## src/pkg/slt_pkg.sv

```systemverilog
// Purpose: Shared constants and types for the scan logic timer unit
// Assumes: 250 MHz clock, 32-bit APB register access
// Notes: Control/status word layout is shared by all three timer channels
package slt_pkg;
  // Clock and time base
  localparam int unsigned CLK_HZ = 250000000;
  localparam int unsigned TENTH_NS = 100000000;
  localparam int unsigned TENTH_CYCLES = TENTH_NS / 4;
  localparam int unsigned TENTHS_PER_SEC = 10;
  localparam int unsigned SCAN_CYCLES = 256;
  // Control/status bit positions
  localparam int CS_START = 0;
  localparam int CS_DONE = 1;
  localparam int CS_BUSY = 2;
  localparam int CS_HIST = 3;
  // Register byte offsets
  localparam logic [7:0] OFS_SEC_PRESET = 8'h00;
  localparam logic [7:0] OFS_SEC_END = 8'h04;
  localparam logic [7:0] OFS_SEC_CTRL = 8'h08;
  localparam logic [7:0] OFS_TEN_PRESET = 8'h0C;
  localparam logic [7:0] OFS_TEN_END = 8'h10;
  localparam logic [7:0] OFS_TEN_CTRL = 8'h14;
  localparam logic [7:0] OFS_K_PRESET = 8'h18;
  localparam logic [7:0] OFS_K_END = 8'h1C;
  localparam logic [7:0] OFS_K_CTRL = 8'h20;
  localparam logic [7:0] OFS_IRQ_STAT = 8'h24;
  localparam logic [7:0] OFS_IRQ_MASK = 8'h28;
  localparam logic [7:0] OFS_TIME_NOW = 8'h2C;
  localparam logic [7:0] OFS_RELOAD = 8'h30;
  // Reset values
  localparam logic [15:0] RST_WORD = 16'h0000;
  localparam logic [2:0] RST_MASK = 3'h0;
  // Status word
  typedef struct packed {
    logic hist;
    logic busy;
    logic done;
  } slt_stat_t;
  // APB request bundle
  typedef struct packed {
    logic sel;
    logic enable;
    logic write;
    logic [7:0] addr;
    logic [31:0] wdata;
  } slt_apb_req_t;
endpackage : slt_pkg

```

## src/design/slt_timebase.sv

```systemverilog
// Purpose: Free-running tick generators and time counters
// Assumes: Single clock, synchronous active-low reset
// Notes: Produces scan strobe, tenths count and seconds count
`timescale 1ns/100ps
module slt_timebase #(
  parameter int unsigned TENTH_DIV = slt_pkg::TENTH_CYCLES,
  parameter int unsigned SCAN_DIV = slt_pkg::SCAN_CYCLES
) (
  // Clock and reset
  input wire logic clk,
  input wire logic rst_n,
  // Ticks
  output logic scan_tick,
  output logic [15:0] tenths_now,
  output logic [15:0] secs_now
);
  import slt_pkg::*;

  // Refuse dividers that the counters cannot serve
  if (TENTH_DIV < 2 || SCAN_DIV < 2) begin : g_bad_div
    $error("dividers must be at least 2");
  end

  logic [31:0] div_reg;
  logic [31:0] scan_reg;
  logic [3:0] sub_reg;

  // Tenths divider; seconds follow every tenth tick count of ten
  always_ff @(posedge clk) begin
    if (!rst_n) begin
      div_reg <= 32'h0;
      sub_reg <= 4'h0;
      tenths_now <= 16'h0;
      secs_now <= 16'h0;
    end else if (div_reg == TENTH_DIV - 1) begin
      div_reg <= 32'h0;
      tenths_now <= tenths_now + 16'h1;
      if (sub_reg == 4'(TENTHS_PER_SEC - 1)) begin
        sub_reg <= 4'h0;
        secs_now <= secs_now + 16'h1;
      end else begin
        sub_reg <= sub_reg + 4'h1;
      end
    end else begin
      div_reg <= div_reg + 32'h1;
    end
  end

  // Scan strobe, one cycle per logic scan
  always_ff @(posedge clk) begin
    if (!rst_n) begin
      scan_reg <= 32'h0;
      scan_tick <= 1'b0;
    end else begin
      scan_tick <= (scan_reg == SCAN_DIV - 1);
      scan_reg <= (scan_reg == SCAN_DIV - 1) ? 32'h0 : scan_reg + 32'h1;
    end
  end
endmodule : slt_timebase

```

## src/design/slt_channel.sv

```systemverilog
// Purpose: One timer channel evaluated once per scan
// Assumes: Time input wraps modulo 65536
// Notes: ONE_SHOT models the load-once limitation of the register-preset timers
`timescale 1ns/100ps
module slt_channel #(
  parameter bit ONE_SHOT = 1'b1
) (
  // Clock and reset
  input wire logic clk,
  input wire logic rst_n,
  // Scan and time
  input wire logic scan_tick,
  input wire logic [15:0] time_now,
  input wire logic reload,
  // Control word fields
  input wire logic start,
  input wire logic [15:0] preset,
  // Results
  output logic [15:0] end_time,
  output slt_pkg::slt_stat_t stat,
  output logic done_pulse
);
  import slt_pkg::*;

  logic used_reg;
  logic rise;
  logic fall;

  // Edges come from bit0 against the history bit
  assign rise = start && !stat.hist;
  assign fall = !start && stat.hist;

  // Scan evaluation
  always_ff @(posedge clk) begin
    if (!rst_n) begin
      stat <= '0;
      end_time <= RST_WORD;
      used_reg <= 1'b0;
      done_pulse <= 1'b0;
    end else begin
      done_pulse <= 1'b0;
      if (reload) used_reg <= 1'b0;
      if (scan_tick) begin
        stat.hist <= start;
        if (rise && !(ONE_SHOT && used_reg)) begin
          end_time <= time_now + preset;
          stat.busy <= 1'b1;
          stat.done <= 1'b0;
          used_reg <= 1'b1;
        end else if (fall) begin
          stat.busy <= 1'b0;
          stat.done <= 1'b0;
        end else if (stat.busy && time_now == end_time) begin
          stat.busy <= 1'b0;
          stat.done <= 1'b1;
          done_pulse <= 1'b1;
        end
      end
    end
  end

  a_done_on_end: assert property (@(posedge clk) disable iff (!rst_n)
    scan_tick && stat.busy && start && stat.hist && time_now == end_time
    |=> stat.done && !stat.busy) else $error("done not set at end time");
  a_fall_clears: assert property (@(posedge clk) disable iff (!rst_n)
    scan_tick && fall |=> !stat.done && !stat.busy)
    else $error("falling start did not clear");
  a_hist_follows: assert property (@(posedge clk) disable iff (!rst_n)
    scan_tick |=> stat.hist == $past(start)) else $error("history bit wrong");
  a_end_computed: assert property (@(posedge clk) disable iff (!rst_n)
    scan_tick && rise && !used_reg |=> stat.busy && end_time == $past(time_now)
    + $past(preset)) else $error("end time wrong");
  a_one_shot: assert property (@(posedge clk) disable iff (!rst_n)
    ONE_SHOT && used_reg && !reload && scan_tick && rise && !stat.busy
    |=> !stat.busy) else $error("timer re-enabled");
endmodule : slt_channel

```

## src/design/slt_top.sv

```systemverilog
// Purpose: Scan logic timer unit with APB access to its scratch words
// Assumes: APB master per protocol, 250 MHz MCLK, synchronous RST_N
// Notes: Three channels: seconds/register preset, tenths/register preset,
//   seconds/constant preset; end times wrap modulo 65536
//
// Behaviour
// - Seconds timer counts to register preset
// - Tenths timer counts tenths; preset is seconds*10
// - Constant timer counts seconds to constant; here preset word OFS_K_PRESET, reset to CONST_PRESET and writable
// - Register timers write end time to second word
// - Constant timer writes end time to first word; here second word OFS_K_END, after preset word OFS_K_PRESET
// - Register timers use third word as control
// - Constant timer uses second word as control; here third word OFS_K_CTRL, after OFS_K_PRESET and OFS_K_END
// - Bit0 rising edge starts the timer
// - Bit0 falling edge stops the timer
// - Done bit1 set at end time
// - Done cleared by bit0 low or reset
// - Busy bit2 set while counting, cleared at end
// - Bit3 keeps previous bit0; bit4 reserved
// - Register timers run once until reload
//
// Local design decisions: the APB register port and the register addresses.
`timescale 1ns/100ps
module slt_top #(
  parameter int unsigned TENTH_DIV = slt_pkg::TENTH_CYCLES,
  parameter int unsigned SCAN_DIV = slt_pkg::SCAN_CYCLES,
  parameter logic [15:0] CONST_PRESET = 16'h0005
) (
  // Clock and reset
  input wire logic MCLK,
  input wire logic RST_N,
  // APB slave
  input wire logic PSEL,
  input wire logic PENABLE,
  input wire logic PWRITE,
  input wire logic [7:0] PADDR,
  input wire logic [31:0] PWDATA,
  output logic [31:0] PRDATA,
  output logic PREADY,
  output logic PSLVERR,
  // Interrupt
  output logic IRQ
);
  import slt_pkg::*;

  slt_apb_req_t req;
  logic scan_tick;
  logic [15:0] tenths_now;
  logic [15:0] secs_now;
  logic [15:0] sec_preset_reg;
  logic [15:0] ten_preset_reg;
  logic [15:0] k_preset_reg;
  logic [2:0] start_reg;
  logic reload_reg;
  logic [2:0] irq_stat_reg;
  logic [2:0] irq_mask_reg;
  logic [15:0] end_sec;
  logic [15:0] end_ten;
  logic [15:0] end_k;
  slt_stat_t st_sec;
  slt_stat_t st_ten;
  slt_stat_t st_k;
  logic [2:0] done_ev;
  logic acc;
  logic wr;
  logic rd;
  logic mapped;
  logic [31:0] rdata_next;
  logic [2:0] irq_clr;
  logic [2:0] irq_stat_next;

  assign req = '{sel: PSEL, enable: PENABLE, write: PWRITE, addr: PADDR, wdata: PWDATA};
  // Zero-wait slave: access phase completes in one cycle
  assign acc = req.sel && req.enable;
  assign wr = acc && req.write;
  assign rd = acc && !req.write;

  // Time base shared by all channels
  slt_timebase #(.TENTH_DIV(TENTH_DIV), .SCAN_DIV(SCAN_DIV)) u_tb (
    .clk(MCLK),
    .rst_n(RST_N),
    .scan_tick(scan_tick),
    .tenths_now(tenths_now),
    .secs_now(secs_now)
  );

  // Seconds timer with register preset
  slt_channel #(.ONE_SHOT(1'b1)) u_sec (
    .clk(MCLK),
    .rst_n(RST_N),
    .scan_tick(scan_tick),
    .time_now(secs_now),
    .reload(reload_reg),
    .start(start_reg[0]),
    .preset(sec_preset_reg),
    .end_time(end_sec),
    .stat(st_sec),
    .done_pulse(done_ev[0])
  );

  // Tenths timer; tenths time base makes the preset seconds*10
  slt_channel #(.ONE_SHOT(1'b1)) u_ten (
    .clk(MCLK),
    .rst_n(RST_N),
    .scan_tick(scan_tick),
    .time_now(tenths_now),
    .reload(reload_reg),
    .start(start_reg[1]),
    .preset(ten_preset_reg),
    .end_time(end_ten),
    .stat(st_ten),
    .done_pulse(done_ev[1])
  );

  // Constant-preset timer, free to restart
  slt_channel #(.ONE_SHOT(1'b0)) u_k (
    .clk(MCLK),
    .rst_n(RST_N),
    .scan_tick(scan_tick),
    .time_now(secs_now),
    .reload(reload_reg),
    .start(start_reg[2]),
    .preset(k_preset_reg),
    .end_time(end_k),
    .stat(st_k),
    .done_pulse(done_ev[2])
  );

  // Preset words, writable by the logic program
  always_ff @(posedge MCLK) begin
    if (!RST_N) begin
      sec_preset_reg <= RST_WORD;
      ten_preset_reg <= RST_WORD;
      k_preset_reg <= CONST_PRESET;
    end else if (wr) begin
      if (req.addr == OFS_SEC_PRESET) sec_preset_reg <= req.wdata[15:0];
      if (req.addr == OFS_TEN_PRESET) ten_preset_reg <= req.wdata[15:0];
      if (req.addr == OFS_K_PRESET) k_preset_reg <= req.wdata[15:0];
    end
  end

  // Start bits live in bit0 of each control word; other bits are read-only
  always_ff @(posedge MCLK) begin
    if (!RST_N) begin
      start_reg <= 3'h0;
    end else if (wr) begin
      if (req.addr == OFS_SEC_CTRL) start_reg[0] <= req.wdata[CS_START];
      if (req.addr == OFS_TEN_CTRL) start_reg[1] <= req.wdata[CS_START];
      if (req.addr == OFS_K_CTRL) start_reg[2] <= req.wdata[CS_START];
    end
  end

  // Reload strobe re-arms the one-shot timers
  always_ff @(posedge MCLK) begin
    if (!RST_N) begin
      reload_reg <= 1'b0;
    end else begin
      reload_reg <= wr && req.addr == OFS_RELOAD && req.wdata[0];
    end
  end

  // Sticky done events; a read clears only the bits its answer carried,
  // so an event landing between setup and access is kept; a set wins
  assign irq_clr = {3{rd && req.addr == OFS_IRQ_STAT}} & PRDATA[2:0];
  assign irq_stat_next = (irq_stat_reg & ~irq_clr) | done_ev;
  always_ff @(posedge MCLK) begin
    if (!RST_N) begin
      irq_stat_reg <= RST_MASK;
      irq_mask_reg <= RST_MASK;
    end else begin
      irq_stat_reg <= irq_stat_next;
      if (wr && req.addr == OFS_IRQ_MASK) irq_mask_reg <= req.wdata[2:0];
    end
  end

  // Interrupt output registered to stay glitch free
  always_ff @(posedge MCLK) begin
    if (!RST_N) IRQ <= 1'b0;
    else IRQ <= |(irq_stat_next & irq_mask_reg);
  end

  // Read mux; bit4 and above of control words read zero
  always_comb begin
    rdata_next = 32'h0;
    mapped = 1'b1;
    case (req.addr)
      OFS_SEC_PRESET: rdata_next[15:0] = sec_preset_reg;
      OFS_SEC_END: rdata_next[15:0] = end_sec;
      OFS_SEC_CTRL: rdata_next[3:0] = {st_sec, start_reg[0]};
      OFS_TEN_PRESET: rdata_next[15:0] = ten_preset_reg;
      OFS_TEN_END: rdata_next[15:0] = end_ten;
      OFS_TEN_CTRL: rdata_next[3:0] = {st_ten, start_reg[1]};
      OFS_K_PRESET: rdata_next[15:0] = k_preset_reg;
      OFS_K_END: rdata_next[15:0] = end_k;
      OFS_K_CTRL: rdata_next[3:0] = {st_k, start_reg[2]};
      OFS_IRQ_STAT: rdata_next[2:0] = irq_stat_reg;
      OFS_IRQ_MASK: rdata_next[2:0] = irq_mask_reg;
      OFS_TIME_NOW: rdata_next = {tenths_now, secs_now};
      OFS_RELOAD: rdata_next = 32'h0;
      default: mapped = 1'b0;
    endcase
  end

  // Registered APB answer: ready in the first cycle of the access phase
  always_ff @(posedge MCLK) begin
    if (!RST_N) begin
      PREADY <= 1'b0;
      PRDATA <= 32'h0;
      PSLVERR <= 1'b0;
    end else begin
      PREADY <= req.sel && !req.enable;
      PSLVERR <= req.sel && !req.enable && !mapped;
      PRDATA <= (req.sel && !req.enable && !req.write) ? rdata_next : 32'h0;
    end
  end

  a_irq_level: assert property (@(posedge MCLK) disable iff (!RST_N)
    (irq_stat_reg & irq_mask_reg) != 3'h0 && !rd |=> IRQ)
    else $error("irq not raised");
  a_ctrl_write: assert property (@(posedge MCLK) disable iff (!RST_N)
    wr && PREADY && req.addr == OFS_SEC_CTRL |=> start_reg[0] == $past(req.wdata[0]))
    else $error("start bit not stored");
  a_ready_pulse: assert property (@(posedge MCLK) disable iff (!RST_N)
    PSEL && !PENABLE |=> PREADY) else $error("ready late");

  // Answer shape: error only with ready, data zero outside an answer
  a_err_with_ready: assert property (@(posedge MCLK) disable iff (!RST_N)
    PSLVERR |-> PREADY) else $error("error without ready");
  a_rdata_quiet: assert property (@(posedge MCLK) disable iff (!RST_N)
    !PREADY |-> PRDATA == 32'h0) else $error("read data outside answer");
  a_ready_single: assert property (@(posedge MCLK) disable iff (!RST_N)
    PREADY && PSEL && PENABLE |=> !PREADY) else $error("ready held too long");

  // Control words read zero from bit4 up
  a_ctrl_reserved: assert property (@(posedge MCLK) disable iff (!RST_N)
    PREADY && !PWRITE && (PADDR == OFS_SEC_CTRL || PADDR == OFS_TEN_CTRL ||
    PADDR == OFS_K_CTRL) |-> PRDATA[31:4] == 28'h0) else $error("reserved bits set");

  // End words are sixteen bits; the upper half reads zero
  a_end_upper: assert property (@(posedge MCLK) disable iff (!RST_N)
    PREADY && !PWRITE && (PADDR == OFS_SEC_END || PADDR == OFS_TEN_END ||
    PADDR == OFS_K_END) |-> PRDATA[31:16] == 16'h0) else $error("end word too wide");

  // Busy and done exclude each other, and both need the history bit
  a_sec_flags: assert property (@(posedge MCLK) disable iff (!RST_N)
    (st_sec.busy || st_sec.done) |-> st_sec.hist && !(st_sec.busy && st_sec.done))
    else $error("seconds flags inconsistent");
  a_ten_flags: assert property (@(posedge MCLK) disable iff (!RST_N)
    (st_ten.busy || st_ten.done) |-> st_ten.hist && !(st_ten.busy && st_ten.done))
    else $error("tenths flags inconsistent");
  a_k_flags: assert property (@(posedge MCLK) disable iff (!RST_N)
    (st_k.busy || st_k.done) |-> st_k.hist && !(st_k.busy && st_k.done))
    else $error("constant flags inconsistent");

  // End times and status move only on scan ticks
  a_end_on_scan: assert property (@(posedge MCLK) disable iff (!RST_N)
    !scan_tick |=> $stable(end_sec) && $stable(end_ten) && $stable(end_k))
    else $error("end time moved off scan");
  a_stat_on_scan: assert property (@(posedge MCLK) disable iff (!RST_N)
    !scan_tick |=> $stable(st_sec) && $stable(st_ten) && $stable(st_k))
    else $error("status moved off scan");

  // Start bits move only by a write to their own control word
  a_sec_start_hold: assert property (@(posedge MCLK) disable iff (!RST_N)
    !(wr && req.addr == OFS_SEC_CTRL) |=> $stable(start_reg[0]))
    else $error("seconds start moved");
  a_ten_start_hold: assert property (@(posedge MCLK) disable iff (!RST_N)
    !(wr && req.addr == OFS_TEN_CTRL) |=> $stable(start_reg[1]))
    else $error("tenths start moved");
  a_k_start_hold: assert property (@(posedge MCLK) disable iff (!RST_N)
    !(wr && req.addr == OFS_K_CTRL) |=> $stable(start_reg[2]))
    else $error("constant start moved");

  // Presets and mask move only by their own writes
  a_sec_preset_hold: assert property (@(posedge MCLK) disable iff (!RST_N)
    !(wr && req.addr == OFS_SEC_PRESET) |=> $stable(sec_preset_reg))
    else $error("seconds preset moved");
  a_ten_preset_hold: assert property (@(posedge MCLK) disable iff (!RST_N)
    !(wr && req.addr == OFS_TEN_PRESET) |=> $stable(ten_preset_reg))
    else $error("tenths preset moved");
  a_k_preset_hold: assert property (@(posedge MCLK) disable iff (!RST_N)
    !(wr && req.addr == OFS_K_PRESET) |=> $stable(k_preset_reg))
    else $error("constant preset moved");
  a_mask_hold: assert property (@(posedge MCLK) disable iff (!RST_N)
    !(wr && req.addr == OFS_IRQ_MASK) |=> $stable(irq_mask_reg))
    else $error("mask moved");

  // Reload strobe comes only from its own write
  a_reload_src: assert property (@(posedge MCLK) disable iff (!RST_N)
    reload_reg |-> $past(wr && req.addr == OFS_RELOAD && req.wdata[0]))
    else $error("reload without write");

  // Seconds advance only together with a tenths step
  a_sec_on_tenth: assert property (@(posedge MCLK) disable iff (!RST_N)
    $changed(secs_now) |-> $changed(tenths_now)) else $error("seconds off tenths base");

  // Events are sticky; a read clears only what its answer carried
  a_irq_set_wins: assert property (@(posedge MCLK) disable iff (!RST_N)
    done_ev != 3'h0 |=> (irq_stat_reg & $past(done_ev)) == $past(done_ev))
    else $error("done event lost");
  a_irq_read_clears: assert property (@(posedge MCLK) disable iff (!RST_N)
    rd && req.addr == OFS_IRQ_STAT && done_ev == 3'h0
    |=> (irq_stat_reg & $past(PRDATA[2:0])) == 3'h0) else $error("status not cleared");
  a_irq_quiet: assert property (@(posedge MCLK) disable iff (!RST_N)
    (irq_stat_reg & irq_mask_reg) == 3'h0 && done_ev == 3'h0 |=> !IRQ)
    else $error("irq without cause");
endmodule : slt_top

```

## config.mk

```make
export PLATFORM = sky130hd
export DESIGN_NAME = slt_top
export DESIGN_NICKNAME = d
export VERILOG_FILES = /design/src/pkg/slt_pkg.sv /design/src/design/slt_timebase.sv /design/src/design/slt_channel.sv /design/src/design/slt_top.sv
export SDC_FILE = /design/constraint.sdc
export NUM_CORES = 1
export LEC_CHECK = 0
export BUFFER_PORTS_ARGS = -buffer_cell sky130_fd_sc_hd__buf_4
export CORE_MARGIN = 3
export CORE_UTILIZATION = 58
export DETAILED_ROUTE_END_ITERATION = 12
export PLACE_DENSITY = 0.76
export RECOVER_POWER = 100
export SYNTH_ARGS = -nofsm -noshare
export SYNTH_HDL_FRONTEND = slang
export SYNTH_HIERARCHICAL = 1
export SYNTH_SLANG_ARGS = --single-unit
```

## constraint.sdc

```tcl
create_clock -name MCLK -period 4.15 [get_ports MCLK]
set_input_delay 0.415 -clock MCLK [delete_from_list [all_inputs] [get_ports MCLK]]
set_output_delay 0.415 -clock MCLK [all_outputs]
set_load 0.01 [all_outputs]
```

### After elaboration in Yosys (flattened, before gate mapping)

Index checks and enable logic that the tools add are counted.

* output and inout bits: 35
* input bits: 45
* word-level logic and storage cells: 151
* register bits: 256

* reductions and logical operators: 58
* bitwise logic cells: 7
* mux-type cells: 23
* eq/ne operators: 18
* $add $sub $neg: 8

Operators with widths (number)
* case mux 12 bit (7 select lines): 1
* adder 32 x 1 -> 32 bit (second input constant): 2
* adder 16 bit: 3
* equality test 16 bit: 3
* equality test 8 x 6 -> 1 bit (second input constant): 5
* case mux 3 bit (12 select lines): 1
* adder 16 x 1 -> 16 bit (second input constant): 2
* equality test 32 x 25 -> 1 bit (second input constant): 1
* equality test 32 x 8 -> 1 bit (second input constant): 1
* equality test 8 x 5 -> 1 bit (second input constant): 4
* AND reduction 2 bit: 14
* logical AND 1 bit: 21
* two-way mux 2 bit: 9
* equality test 8 x 4 -> 1 bit (second input constant): 2
* OR reduction 13 bit: 1
* OR reduction 4 bit: 3
* logical NOT 1 bit: 11
* two-way mux 1 bit: 10
* case mux 1 bit (10 select lines): 1
* AND 3 bit: 3
* nonzero test 3 bit: 3
* equality test 8 x 3 -> 1 bit (second input constant): 1
* logical NOT 8 bit: 1
* adder 4 x 1 -> 4 bit (second input constant): 1
* other kinds (8): 10

### Logic depth before layout (Yosys ltp)

* word-level depth: 9
* gate-level depth with buffers: 9
* gate-level depth less buffers: 8

### By module

The synthesis kept the hierarchy.

By module, submodules not included
* slt_timebase: sequential area each 2021.9 µm², instances 1, area each 4692.0 µm², cells each 545
* slt_top: sequential area each 1861.8 µm², instances 1, area each 4401.7 µm², cells each 512
* slt_channel (u_sec ...): sequential area each 420.4 µm², instances 2, area each 1599.0 µm², cells each 194
* slt_channel (u_k): sequential area each 400.4 µm², instances 1, area each 1596.5 µm², cells each 192

### Worst setup path before layout

No wires, ideal clock.

* path kind: register to register
* from: register u_tb.secs_now[0]
* to: register u_k.end_time[12]
* setup slack: 1.806 ns
* data arrival time: 2.224 ns
* path buffers: 0
* period minus slack after synthesis: 2.344 ns
* cell stages (with the launch flop): 9
* required time: 4.030 ns
* setup time: 0.120 ns
* cell sequence: dfxtp_1 > ha_1 > fa_1 > a211oi_2 > nor2_1 > o32a_4 > a311oi_2 > xor2_1 > o21ai_1

* cells in the longest elaborated chain, start to end: 1

RTL lines
* from (decl): RTL line slt_timebase.sv:15 `output logic [15:0] secs_now`
* from (signal assigned): RTL line slt_timebase.sv:40 `secs_now <= secs_now + 16'h1;`
* adder 16 bit: RTL line slt_channel.sv:46 `end_time <= time_now + preset;`
* to (signal assigned): RTL line slt_channel.sv:46
* to (decl): RTL line slt_channel.sv:19 `output logic [15:0] end_time,`

No other way between the ends.
A chain may end at the register's enable or synchronous reset.

### Final worst setup path

* from: input port PADDR[1]
* to: register sec_preset_reg[14]

* cells in the longest elaborated chain, start to end: 2

RTL lines
* from (decl): RTL line slt_top.sv:36 `input wire logic [7:0] PADDR,`
* logical NOT 8 bit: RTL line slt_top.sv:136 `if (req.addr == OFS_SEC_PRESET) sec_preset_reg <= req.wdata[15:0];`
* AND reduction 2 bit (no line)
* to (signal assigned): RTL line slt_top.sv:136
* to (decl): RTL line slt_top.sv:50 `logic [15:0] sec_preset_reg;`

No other way between the ends.

==> metrics <==
outcome complete, but fails checks; failing checks capacitance limit, slew limit; R2R setup slack 1.14 ns; EDFF count, synth 0; Gate Count Post-Synth 1,637; pwr/cell area 329 nW/µm²; die footprint 25,800 µm²; Worst setup EP type flip-flop; hold path endpoint reload_reg; final setup vio count 0; final hold violations 0; Logic pwr share 3.1%; final-report max-slew violation count 116; CTS root buffer clkbuf_16; 1st-iter DRT viols 1,327; P_int 3.87 mW; Avg Inst Size Synth 8.48 µm²; Relative slew margins -47.8%; Initial Util 60.2%; flops & latches, synth 256; Die Wd 161 µm; Longest Clk Path Bufs 3; Vias/cell 6.30; Routed WL 40.6 mm; switching power 1.14 mW; CTS tree done; Synth cell types 91; Core Footprint 23,100 µm²; initial antenna violation count 0; Sink Count 256; Synth area leaders dfxtp_1 37%, nand2_1 6.3%, xor2_1 5.0%, ha_1 4.6%, xnor2_1 4.3%; vias 12.6k; min-delay src PADDR[6]; number of hold buffers added after CTS 0; CTS Buf Count 27; hold slack final 0.118 ns; FF-to-FF Start u_tb/div_reg[0]; first-pass GRT wire length 63.7 mm; Setup Skew 0.00923 ns; count leader, synth dfxtp_1; Slew @ Worst Pin 2.22 ns; pin count of the biggest net entering global routing 59; top post-synthesis cells by count 256 x dfxtp_1, 232 x nand2_1, 113 x nor2_1, 104 x a21oi_1, 79 x xor2_1; worst skew pair latency 0.56 ns; Routed Antenna Nets 0; Max VDD drop 0.000311 V; hold depth 2; Clock power frac 47.6%; RePlAce Congestion 0.967; # port buffers 63; reg2reg path depth 6; FF-to-FF End u_tb/div_reg[27]; warnings from Yosys 6; Most used DFF post-synth dfxtp_1; Layout area overhead 9.47%; DR WL/cell 20.3 µm; FFs w/ async S/R, synth 0%; Worst setup SP type primary input; layout cells sized above 1 7.46%; minimum clock period 3.37 ns; register area share after synthesis 36.9%; Net Sw Frac 22.8%; hpwl dp 29.3 mm; I/O Pins 80; Post-Synthesis Cell Area 13,900 µm²; Setup CP Type in2reg; Die Span Y 161 µm; Place WS 1.25 ns; critical path required time 4.62 ns; cell type with the largest total area after synthesis dfxtp_1; grt ovf 0; post-synth top area share 36.9%; DRC violations left 0; LEAKAGE 5.39 nW; Mapped Nets 1,736; Setup Buffers After CTS 0; Tot GR Track Use 30.2%; fin nets 1,766; FMAX 297 MHz; Fillers 2,024; RSZ-0062 raised after global routing false; TritonRoute pass-1 iters 6; final critical-path setup slack 0.781 ns; Final period util 81.2%; antenna fix cells 0; Max-Cap Viols 4; row cnt 55; critical path arrival 3.84 ns; htree depth 1; vias in the first global route 11.9k; CTS clk-pin slew, worst paths 0.06 ns; sequential power share 49.3%; Hold Crit Class in2reg; Final TNS setup 0 ns; Post-CTS Resized 0; maximum fanout along the worst path 16
-- layout by cell type, fill, tap and decap left out, types with 10 or more instances in the layout --
cell / instances
inv_1: 31
dfxtp_1: 256
ha_1: 51
nand3_1: 75
clkbuf_1: 47
a31oi_1: 12
nor4_1: 26
o31ai_1: 14
mux2i_1: 27
xor2_1: 79
a21boi_0: 48
nor2b_1: 18
nand4_1: 48
buf_4: 33
a22oi_1: 23
nor3_1: 19
xnor2_1: 68
mux2_2: 10
nor2_1: 115
nand2_1: 232
and3_1: 17
and2_0: 19
a21oi_1: 104
o21ai_0: 64
or4_1: 13
clkbuf_16: 27
or3_1: 17
-- metal layers --
metal | GRT usage [%] | wire (µm) | up-vias
li1 | - | - | 5936
met1 | 40.1 | 17100 | 6040
met2 | 49.9 | 18500 | 521
met3 | 4.02 | 2830 | 115
met4 | 12.5 | 2060 | 0
met5 | 0 | 0 | -
-- power by group through the flow --
stage	Combinational (mW)	Clock, mW	Sequential, mW
2_1_floorplan	0.0905	0	2.52
3_3_place_gp	0.156	0	2.52
3_5_place_dp	0.156	0	2.52
4_1_cts	0.157	2.42	2.47
5_1_grt	0.167	2.51	2.47
6_report	0.156	2.38	2.47
-- worst max-delay path: stages --
cell and delay, ns:
clkbuf_1 0.16, or2_0 0.54, nor3_1 1.36, and2_0 0.97
nand2_1 0.16, a21boi_0 0.22
-- through the flow --
step           area, µm²  total power, mW  util (%)  instances
2_1_floorplan      13900             2.61         -       1637
3_3_place_gp       14500             2.68      63.1       1951
3_5_place_dp       14500             2.68      63.1       1951
4_1_cts            15400             5.04      66.9       2001
5_1_grt            15200             5.14      65.9       2001
6_report           15200             5.01      65.9       2001
-- logic make-up (layout without fill, tap and decap cells) --
| group | count (synthesis) | count (layout) | synth area share [%] |
|---|---|---|---|
| compound gates | 365 | 365 | 17.4 |
| simple gates | 671 | 671 | 25.2 |
| fa+ha+maj | 54 | 54 | 5.03 |
| buf+inv | 105 | 156 | 3.20 |
| mux | 39 | 39 | 3.08 |
| flops | 256 | 256 | 36.9 |
| xor+xnor | 147 | 147 | 9.27 |
-- cell type report --
cell class	instances	area, µm²	share of cell area (%)
multi-input combinational	1276	8290	54.5
sequential	256	5120	33.7
clock buffer	38	767	5.04
timing repair buffer	74	402	2.64
tap	313	392	2.58
inverter	32	120	0.790
clock inverter	12	108	0.708
-- worst max-delay path by stage --
stage	start	endpoint	cells past startpoint
4_1_cts	u_tb/div_reg[0]	u_tb/div_reg[27]	6
5_1_grt	RST_N	u_tb/scan_reg[10]	4
3_5_place_dp	PADDR[3]	PRDATA[29]	5
2_1_floorplan	u_tb/secs_now[0]	u_k/end_time[12]	8
6_report	PADDR[1]	sec_preset_reg[14]	6
3_3_place_gp	PADDR[3]	PRDATA[17]	5
Note: power is estimated with default switching activity, not from simulation.
